--- src/common/idw_pkg.sv ---
// idw_pkg: constants and carrier types for the two-wire converter word slave.
// assumes: imported by every design file of the block.
package idw_pkg;
   // ==========================================================
   // address map
   localparam logic [6:0] IDW_ADDR_BROADCAST = 7'h48;
   localparam logic [6:0] IDW_ADDR_SINGLE_FLOAT = 7'h0C;
   localparam logic [6:0] IDW_ADDR_SINGLE_GND = 7'h0D;
   localparam logic [6:0] IDW_ADDR_SINGLE_SUPPLY = 7'h0E;
   localparam logic [6:0] IDW_BASE_HIGH_FLOAT = 7'h0C;
   localparam logic [6:0] IDW_BASE_HIGH_GND = 7'h08;
   localparam logic [6:0] IDW_BASE_HIGH_SUPPLY = 7'h4C;
   localparam logic [6:0] IDW_OFFSET_LOW_FLOAT = 7'h00;
   localparam logic [6:0] IDW_OFFSET_LOW_GND = 7'h01;
   localparam logic [6:0] IDW_OFFSET_LOW_SUPPLY = 7'h02;
   localparam logic [4:0] IDW_MASTER_CODE_TOP = 5'h01;
   // ==========================================================
   // register word layout and reset
   localparam logic [15:0] IDW_WORD_RESET = 16'h0000;
   localparam int IDW_MODE_MSB = 13;
   localparam int IDW_MODE_LSB = 12;
   localparam int IDW_CODE_MSB = 11;
   localparam int IDW_CODE_LSB = 2;
   localparam logic [1:0] IDW_MODE_NORMAL = 2'h0;
   localparam logic [1:0] IDW_MODE_PD_2K5 = 2'h1;
   localparam logic [1:0] IDW_MODE_PD_100K = 2'h2;
   localparam logic [1:0] IDW_MODE_PD_HIZ = 2'h3;
   localparam int IDW_SYNC_STAGES = 2;
   // ==========================================================
   // three-level select strap encoding
   typedef enum logic [1:0] {
      IDW_LVL_FLOAT = 2'h0,
      IDW_LVL_GND = 2'h1,
      IDW_LVL_SUPPLY = 2'h2
   } idw_level_t;
   // bus events found by the line sampler
   typedef struct packed {
      logic start;
      logic stop;
      logic scl_rise;
      logic scl_fall;
      logic sda;
   } idw_line_ev_t;
   // converter-facing outputs
   typedef struct packed {
      logic [9:0] code;
      logic powered_down;
      logic term_2k5;
      logic term_100k;
      logic term_hiz;
   } idw_conv_t;
endpackage

--- src/idw_addr_select.sv ---
// idw_addr_select: turns strap levels into the selectable slave address.
// assumes: level inputs are already synchronised and held by the caller.
`timescale 1ns/1ns
module idw_addr_select
   import idw_pkg::*;
(
   // variant choice
   input wire logic two_pin_variant,
   // strap levels
   input idw_pkg::idw_level_t level_high,
   input idw_pkg::idw_level_t level_low,
   // result
   output logic [6:0] addr
);
   import idw_pkg::*;
   wire [6:0] single_addr =
      (level_low == IDW_LVL_GND) ? IDW_ADDR_SINGLE_GND :
      (level_low == IDW_LVL_SUPPLY) ? IDW_ADDR_SINGLE_SUPPLY : IDW_ADDR_SINGLE_FLOAT;
   wire [6:0] base =
      (level_high == IDW_LVL_GND) ? IDW_BASE_HIGH_GND :
      (level_high == IDW_LVL_SUPPLY) ? IDW_BASE_HIGH_SUPPLY : IDW_BASE_HIGH_FLOAT;
   wire [6:0] offset =
      (level_low == IDW_LVL_GND) ? IDW_OFFSET_LOW_GND :
      (level_low == IDW_LVL_SUPPLY) ? IDW_OFFSET_LOW_SUPPLY : IDW_OFFSET_LOW_FLOAT;
   wire [6:0] nine_addr = base | offset;
   assign addr = two_pin_variant ? nine_addr : single_addr;
endmodule

--- src/idw_line_sampler.sv ---
// idw_line_sampler: synchronises scl/sda and finds edges and start/stop.
// assumes: clk_sys much faster than scl; pins asynchronous to clk_sys.
`timescale 1ns/1ns
module idw_line_sampler
   import idw_pkg::*;
(
   // clock and reset
   input wire logic clk_sys,
   input wire logic sys_rst,
   // bus pins
   input wire logic scl_in,
   input wire logic sda_in,
   // events
   output idw_pkg::idw_line_ev_t ev
);
   import idw_pkg::*;
   logic [IDW_SYNC_STAGES-1:0] scl_sync;
   logic [IDW_SYNC_STAGES-1:0] sda_sync;
   logic scl_prev;
   logic sda_prev;
   wire scl_now = scl_sync[IDW_SYNC_STAGES-1];
   wire sda_now = sda_sync[IDW_SYNC_STAGES-1];

   always_ff @(posedge clk_sys or posedge sys_rst) begin
      if (sys_rst) begin
         scl_sync <= '1;
         sda_sync <= '1;
         scl_prev <= 1'b1;
         sda_prev <= 1'b1;
      end else begin
         scl_sync <= {scl_sync[IDW_SYNC_STAGES-2:0], scl_in};
         sda_sync <= {sda_sync[IDW_SYNC_STAGES-2:0], sda_in};
         scl_prev <= scl_now;
         sda_prev <= sda_now;
      end
   end

   // start/stop only while scl stays high across the sda change
   assign ev.start = scl_now & scl_prev & sda_prev & ~sda_now;
   assign ev.stop = scl_now & scl_prev & ~sda_prev & sda_now;
   assign ev.scl_rise = scl_now & ~scl_prev;
   assign ev.scl_fall = ~scl_now & scl_prev;
   assign ev.sda = sda_now;
endmodule

--- src/idw_slave.sv ---
// idw_slave: two-wire slave owning the 16-bit converter word.
// assumes: clk_sys at 100 MHz oversamples scl; sda is open drain with pull-up.
`timescale 1ns/1ns
module idw_slave
   import idw_pkg::*;
(
   // clock and reset
   input wire logic clk_sys,
   input wire logic sys_rst,
   // variant and address straps
   input wire logic two_pin_variant,
   input idw_pkg::idw_level_t addr_select_high_pin,
   input idw_pkg::idw_level_t addr_select_low_pin,
   // two-wire bus
   input wire logic scl_in,
   input wire logic sda_in,
   output logic sda_out,
   output logic sda_oe,
   // converter side
   output idw_pkg::idw_conv_t conv,
   output logic [15:0] converter_word,
   output logic hs_mode
);
   import idw_pkg::*;

   // ==========================================================
   // state machine
   typedef enum logic [6:0] {
      IDW_IDLE = 7'h01,
      IDW_ADDR = 7'h02,
      IDW_ADDR_ACK = 7'h04,
      IDW_WR_BYTE = 7'h08,
      IDW_WR_ACK = 7'h10,
      IDW_RD_BYTE = 7'h20,
      IDW_RD_ACK = 7'h40
   } idw_state_t;

   idw_state_t state;
   idw_state_t next_state;
   idw_line_ev_t ev;
   logic [7:0] shift;
   logic [2:0] bit_cnt;
   logic byte_low;
   logic [7:0] upper_hold;
   logic [6:0] locked_addr;
   logic addr_locked;
   logic [1:0] lvl_high_s1;
   logic [1:0] lvl_high_s2;
   logic [1:0] lvl_low_s1;
   logic [1:0] lvl_low_s2;
   logic [6:0] strap_addr;
   logic ack_drive;
   logic master_nack;
   logic read_dir;

   // ==========================================================
   // pin sampling
   idw_line_sampler u_line (
      .clk_sys(clk_sys),
      .sys_rst(sys_rst),
      .scl_in(scl_in),
      .sda_in(sda_in),
      .ev(ev)
   );

   // straps are pins: two flops before decoding
   always_ff @(posedge clk_sys or posedge sys_rst) begin
      if (sys_rst) begin
         lvl_high_s1 <= 2'h0;
         lvl_high_s2 <= 2'h0;
         lvl_low_s1 <= 2'h0;
         lvl_low_s2 <= 2'h0;
      end else begin
         lvl_high_s1 <= addr_select_high_pin;
         lvl_high_s2 <= lvl_high_s1;
         lvl_low_s1 <= addr_select_low_pin;
         lvl_low_s2 <= lvl_low_s1;
      end
   end

   idw_addr_select u_sel (
      .two_pin_variant(two_pin_variant),
      .level_high(idw_level_t'(lvl_high_s2)),
      .level_low(idw_level_t'(lvl_low_s2)),
      .addr(strap_addr)
   );

   // ==========================================================
   // decode
   wire [7:0] rx_byte = {shift[6:0], ev.sda};
   wire byte_done = ev.scl_rise & (bit_cnt == 3'h7);
   // ack clock ends at the fall after the ninth rise, not the eighth fall
   wire ack_end = ev.scl_fall & (bit_cnt == 3'h1);
   wire [6:0] own_addr = addr_locked ? locked_addr : strap_addr;
   wire own_match = (rx_byte[7:1] == own_addr);
   wire bcast_match = (rx_byte[7:1] == IDW_ADDR_BROADCAST);
   wire master_code = (rx_byte[7:3] == IDW_MASTER_CODE_TOP);
   wire addr_hit = (own_match | bcast_match) & ~master_code;
   wire is_read = rx_byte[0];
   // lower byte sits whole in shift at the ack rise; sda then is only the ack
   wire [15:0] new_word = {2'b00, upper_hold[5:0], shift};
   wire ack_rise = ev.scl_rise & (state == IDW_WR_ACK) & byte_low;
   // in the master's ack byte_low has not toggled yet, but the other byte goes next
   wire [7:0] tx_byte = (byte_low ^ (state == IDW_RD_ACK)) ? converter_word[7:0]
      : converter_word[15:8];

   always_comb begin
      next_state = state;
      unique case (state)
         IDW_IDLE: next_state = IDW_IDLE;
         IDW_ADDR: begin
            if (byte_done) begin
               next_state = addr_hit ? IDW_ADDR_ACK : IDW_IDLE;
            end
         end
         IDW_ADDR_ACK: begin
            if (ack_end) begin
               next_state = read_dir ? IDW_RD_BYTE : IDW_WR_BYTE;
            end
         end
         IDW_WR_BYTE: begin
            if (byte_done) begin
               next_state = IDW_WR_ACK;
            end
         end
         IDW_WR_ACK: begin
            if (ack_end) begin
               next_state = IDW_WR_BYTE;
            end
         end
         IDW_RD_BYTE: begin
            if (ev.scl_fall & (bit_cnt == 3'h0) & ack_drive) begin
               next_state = IDW_RD_ACK;
            end
         end
         IDW_RD_ACK: begin
            if (ev.scl_fall) begin
               next_state = master_nack ? IDW_IDLE : IDW_RD_BYTE;
            end
         end
      endcase
      // start or repeated start always reopens address phase
      if (ev.start) begin
         next_state = IDW_ADDR;
      end
      if (ev.stop) begin
         next_state = IDW_IDLE;
      end
   end

   // ==========================================================
   // state, bit counting and shifting
   always_ff @(posedge clk_sys or posedge sys_rst) begin
      if (sys_rst) begin
         state <= IDW_IDLE;
      end else begin
         state <= next_state;
      end
   end

   always_ff @(posedge clk_sys or posedge sys_rst) begin
      if (sys_rst) begin
         shift <= 8'h00;
         bit_cnt <= 3'h0;
      end else begin
         // shift on every rise so the byte is whole even at a state change
         if (ev.scl_rise) begin
            shift <= rx_byte;
         end
         if (ev.start | (state != next_state)) begin
            bit_cnt <= 3'h0;
         end else if (ev.scl_rise) begin
            bit_cnt <= bit_cnt + 3'h1;
         end
      end
   end

   // ack_drive marks that the read byte's eighth rise has passed, so sda is freed at its last fall
   always_ff @(posedge clk_sys or posedge sys_rst) begin
      if (sys_rst) begin
         ack_drive <= 1'b0;
         master_nack <= 1'b0;
      end else begin
         if (state != IDW_RD_BYTE) begin
            ack_drive <= 1'b0;
         end else if (ev.scl_rise & (bit_cnt == 3'h7)) begin
            ack_drive <= 1'b1;
         end
         if (ev.scl_rise & (state == IDW_RD_ACK)) begin
            master_nack <= ev.sda;
         end
      end
   end

   // byte_low toggles per data byte; resets at every address phase
   always_ff @(posedge clk_sys or posedge sys_rst) begin
      if (sys_rst) begin
         byte_low <= 1'b0;
         upper_hold <= 8'h00;
         read_dir <= 1'b0;
      end else if (state == IDW_ADDR) begin
         byte_low <= 1'b0;
         if (byte_done) begin
            read_dir <= is_read;
         end
      end else begin
         if ((state == IDW_WR_BYTE) & byte_done & ~byte_low) begin
            upper_hold <= rx_byte;
         end
         if (((state == IDW_WR_ACK) | (state == IDW_RD_ACK)) & ack_end) begin
            byte_low <= ~byte_low;
         end
      end
   end

   // ==========================================================
   // address lock and high-speed tracking
   always_ff @(posedge clk_sys or posedge sys_rst) begin
      if (sys_rst) begin
         addr_locked <= 1'b0;
         locked_addr <= 7'h00;
         hs_mode <= 1'b0;
      end else begin
         if ((state == IDW_ADDR) & byte_done & own_match & ~bcast_match
             & ~master_code & ~addr_locked) begin
            addr_locked <= 1'b1;
            locked_addr <= strap_addr;
         end
         if (ev.stop) begin
            hs_mode <= 1'b0;
         end else if ((state == IDW_ADDR) & byte_done & master_code) begin
            hs_mode <= 1'b1;
         end
      end
   end

   // ==========================================================
   // register word and converter outputs
   always_ff @(posedge clk_sys or posedge sys_rst) begin
      if (sys_rst) begin
         converter_word <= IDW_WORD_RESET;
         conv <= '0;
      end else if (ack_rise) begin
         converter_word <= new_word;
         conv.code <= new_word[IDW_CODE_MSB:IDW_CODE_LSB];
         conv.powered_down <= |new_word[IDW_MODE_MSB:IDW_MODE_LSB];
         conv.term_2k5 <= new_word[IDW_MODE_MSB:IDW_MODE_LSB] == IDW_MODE_PD_2K5;
         conv.term_100k <= new_word[IDW_MODE_MSB:IDW_MODE_LSB] == IDW_MODE_PD_100K;
         conv.term_hiz <= new_word[IDW_MODE_MSB:IDW_MODE_LSB] == IDW_MODE_PD_HIZ;
      end
   end

   // ==========================================================
   // sda driver: changes after scl falls, or releases at start/stop, so data is stable while high
   wire drive_ack = (next_state == IDW_ADDR_ACK) | (next_state == IDW_WR_ACK);
   // first bit of a byte leaves while bit_cnt still counts the ack clock
   wire [2:0] tx_idx = (state == IDW_RD_BYTE) ? 3'h7 - bit_cnt : 3'h7;
   wire drive_rd = (next_state == IDW_RD_BYTE) & ~ack_drive & ~tx_byte[tx_idx];

   always_ff @(posedge clk_sys or posedge sys_rst) begin
      if (sys_rst) begin
         sda_oe <= 1'b0;
         sda_out <= 1'b0;
      end else if (ev.scl_fall | ev.stop | ev.start) begin
         sda_oe <= (drive_ack | drive_rd) & ~ev.stop & ~ev.start;
         sda_out <= 1'b0;
      end
   end
endmodule

--- config.mk ---
export PLATFORM = sky130hd
export DESIGN_NAME = idw_slave
export DESIGN_NICKNAME = d
export VERILOG_FILES = /design/src/common/idw_pkg.sv /design/src/idw_addr_select.sv /design/src/idw_line_sampler.sv /design/src/idw_slave.sv
export SDC_FILE = /design/constraint.sdc
export NUM_CORES = 1
export LEC_CHECK = 0
export BUFFER_PORTS_ARGS = -buffer_cell sky130_fd_sc_hd__buf_4
export CORE_UTILIZATION = 40
export DETAILED_ROUTE_END_ITERATION = 16
export GPL_ROUTABILITY_DRIVEN = 0
export PLACE_DENSITY = 0.64
export SETUP_SLACK_MARGIN = 0.05
export SLEW_MARGIN = 0
export SYNTH_ARGS = -nofsm -noshare
export SYNTH_HDL_FRONTEND = slang
export SYNTH_SLANG_ARGS = --single-unit
--- constraint.sdc ---
create_clock -name clk_sys -period 5.45 [get_ports clk_sys]
set_clock_uncertainty 0.15 [all_clocks]
set_input_delay 0.8175 -clock clk_sys [delete_from_list [all_inputs] [get_ports clk_sys]]
set_output_delay 0.8175 -clock clk_sys [all_outputs]
set_load 0.01 [all_outputs]
==> impl_metrics.yaml <==
clock_tree:
  clkTransAtPathRegs_ns: 0.08
  cts_buffers: 9
  cts_hold_buffers: 0
  clock_latency_ns: 0.35
  ctsLongestPathBuffers: 2
  cts-root-buf: "clkbuf_8"
  post_cts_buffers: 0
  post_cts_resized: 0
  cts_tree: "yes"
  cts_num_sinks: 67
  htreeDepth: 3
global_routing:
  grt_max_degree: 68
  antenna_found_initial: 0
  first_global_vias: 2865
  grt_pass1_wl_um: 14700
  grt-ovfl-total: 0
  grtUsageTotal_pct: 19.4
synth:
  synth-seq-cells: 67
  synth.distinct_cells: 73
  synth_edf_count: 0
  yosys_warnings: 0
  ys_seq_area_share_pct: 45.2
  async_reset_ff_share_pct: 100
  ys.flop_type: "dfrtp_1"
  synth_area_per_cell_um2: 9.66
  synth_cells: 386
  syn_area_mm2: 0.00373
layout:
  fin_nets: 414
  diodes: 0
  fin_util_pct: 46.8
  final_common_cell: "dfrtp_1"
  syn_to_final_growth_pct: 11.5
  layout_common_cells: "60 x dfrtp_1, 58 x nand2_1, 39 x buf_4, 27 x nor2_1, 17 x nand3_1"
  drive_above_1_share_pct: 20.9
detailed_routing:
  drc: 0
  wire_per_inst_um: 16.8
  ant_nets: 0
  drtIter0Drc: 327
  firstDrtPassIters: 5
  via_count: 2937
  viasPerCell: 5.71
  finalWirelength_um: 8630
power:
  power.leakage_uw: 0.00190
  ir_drop_mv: 0.184
  power_density_mw_per_mm2: 281
worst_setup_path:
  start_kind: "register"
  worstSetupPathType: "reg2reg"
  cp-end-kind: "register"
  worstPathArrival_ns: 2.88
  worstRegToRegCells: 6
  r2r-start: "state[4]"
  r2r-end: "sda_oe"
  critPathMaxFanout: 16
  r2r_slack_ns: 2.69
  required_ns: 5.57
floorplanning:
  rows: 34
  die_area_mm2: 0.00972
  ios: 42
  core_mm2: 0.00889
  die_x_um: 98.6
  initial_core_util_pct: 42.0
  die_height_um: 98.6
timing:
  hold_viol: 0
  hold_slack_ns: 0.202
  relSlewSlack_pct: 44.3
  timing.fmax_ghz: 0.362
  period_needed_ns: 2.76
  period_share_pct: 50.6
  setup_viol: 0
  max_slew.worst_pin.slew_ns: 0.835
  tns_ns: 0
  finalWorstSetupSlack_ns: 2.69
  rsz0062_at_grt: "false"
  drv_slew: 0
job:
  drv_cap: 0
placement:
  io_buffer_count: 38
  place_ws_ns: 2.55
  hpwl_um: 6100
worst_hold_path:
  hold_depth: 0
  worstHoldStart: "u_line.sda_sync[0]"
  hold_class: "reg2reg"
  min_to: "u_line.sda_sync[1]"
run_status:
  run_status: "finished, final reports clean"
==> where the power goes <==
group | switching, uW | leakage (uW) | internal (uW)
Clock | 225 | 0.0000988 | 219
Combinational | 80.4 | 0.000924 | 61.8
Sequential | 51.6 | 0.000879 | 531
==> worst max-delay path: stages, from the launching register on <==
cell and delay, ns:
dfrtp_1 0.59, or4b_1 0.77, nor2_2 0.32, a21oi_1 0.08
a2111oi_0 0.35, o2111ai_1 0.23, a21oi_1 0.19
==> routing by layer <==
| metal | part of all wire [%] | GRT usage (%) | routed length, um |
|---|---|---|---|
| met4 | 3.8 | 10.9 | 325 |
| met3 | 5.8 | 3.05 | 501 |
| met1 | 46 | 26.6 | 3950 |
| met2 | 45 | 29.4 | 3850 |
| met5 | 0 | 0 | 0 |
==> worst max-delay path by stage <==
stage / start / to / slack, ns / cells past startpoint
after global placement: two_pin_variant / locked_addr[0] / 2.63 / 7
after floorplan: sys_rst / ack_drive / 2.81 / 1
after global routing: state[4] / locked_addr[1] / 2.49 / 5
after detailed placement: two_pin_variant / locked_addr[0] / 2.55 / 7
final: state[4] / sda_oe / 2.69 / 6
after CTS: locked_addr[3] / locked_addr[6] / 2.70 / 6
==> area by class of cell <==
class,count,area (um2)
multi-input cells,275,1810
clock inverters,7,82.6
fillers,854,4730
clock buffers,9,124
flip-flops and latches,67,1690
inverters,9,33.8
repair buffers,39,293
well taps,108,135
==> logic make-up (layout without fill, tap and decap cells) <==
logic type | after synthesis | count (layout) | synth area share, %
muxes | 20 | 20 | 6.27
adders and majority gates | 4 | 4 | 1.34
xor gates and xnor gates | 6 | 6 | 1.41
and+or+nand+nor | 182 | 182 | 27.8
buffers and inverters | 46 | 64 | 6.61
DFF | 67 | 67 | 45.2
AOI/OAI and AO/OA | 60 | 60 | 11.3
other | 1 | 3 | 0.101
==> synthesized netlist by cell type (3+ instances only) <==
| cell | n | area share, % |
|---|---|---|
| nor4b_1 | 3 | 0.70 |
| nand2_1 | 58 | 5.8 |
| and3_1 | 6 | 1.0 |
| nand4_1 | 4 | 0.67 |
| a21oi_1 | 10 | 1.3 |
| mux2_1 | 4 | 1.2 |
| o21ai_1 | 3 | 0.40 |
| nand3b_1 | 4 | 0.81 |
| inv_1 | 9 | 0.91 |
| mux2_4 | 4 | 1.6 |
| or3_1 | 3 | 0.50 |
| a22oi_1 | 4 | 0.81 |
| nor3b_1 | 3 | 0.60 |
| ha_1 | 4 | 1.3 |
| dfstp_2 | 7 | 4.9 |
| buf_2 | 5 | 0.67 |
| nor2_1 | 27 | 2.7 |
| nor2b_1 | 12 | 2.0 |
| buf_4 | 14 | 2.8 |
| o2111ai_1 | 4 | 0.94 |
| mux2_2 | 7 | 2.1 |
| nor4_1 | 4 | 0.67 |
| o21ai_0 | 9 | 1.2 |
| nor3_1 | 10 | 1.3 |
| mux2i_1 | 5 | 1.3 |
| dfrtp_1 | 60 | 40 |
| o22ai_1 | 3 | 0.50 |
| nand2b_1 | 6 | 1.0 |
| clkbuf_1 | 16 | 1.6 |
| xnor2_1 | 4 | 0.94 |
| nand3_1 | 17 | 2.3 |
==> sequential cells by signal (all words and copies together), names as in the netlist <==
signal / count
state: 7
conv: 13
lvl_high_s1: 2
u_line.sda_sync: 2
u_line.scl_sync: 2
u_line.scl_prev: 1
byte_low: 1
hs_mode: 1
sda_oe: 1
bit_cnt: 3
ack_drive: 1
lvl_low_s2: 2
u_line.sda_prev: 1
read_dir: 1
converter_word: 5
lvl_high_s2: 2
shift: 8
master_nack: 1
lvl_low_s1: 2
upper_hold: 6
locked_addr: 5
==> metrics by stage <==
stage               power (uW)  area, um2  cells
global route              1220       4160    514
CTS                       1180       4160    514
floorplan                  685       3740    388
global placement           723       3950    498
finish                    1170       4160    514
detailed placement         734       3950    498
No activity file was read; power rests on OpenSTA's default activity.
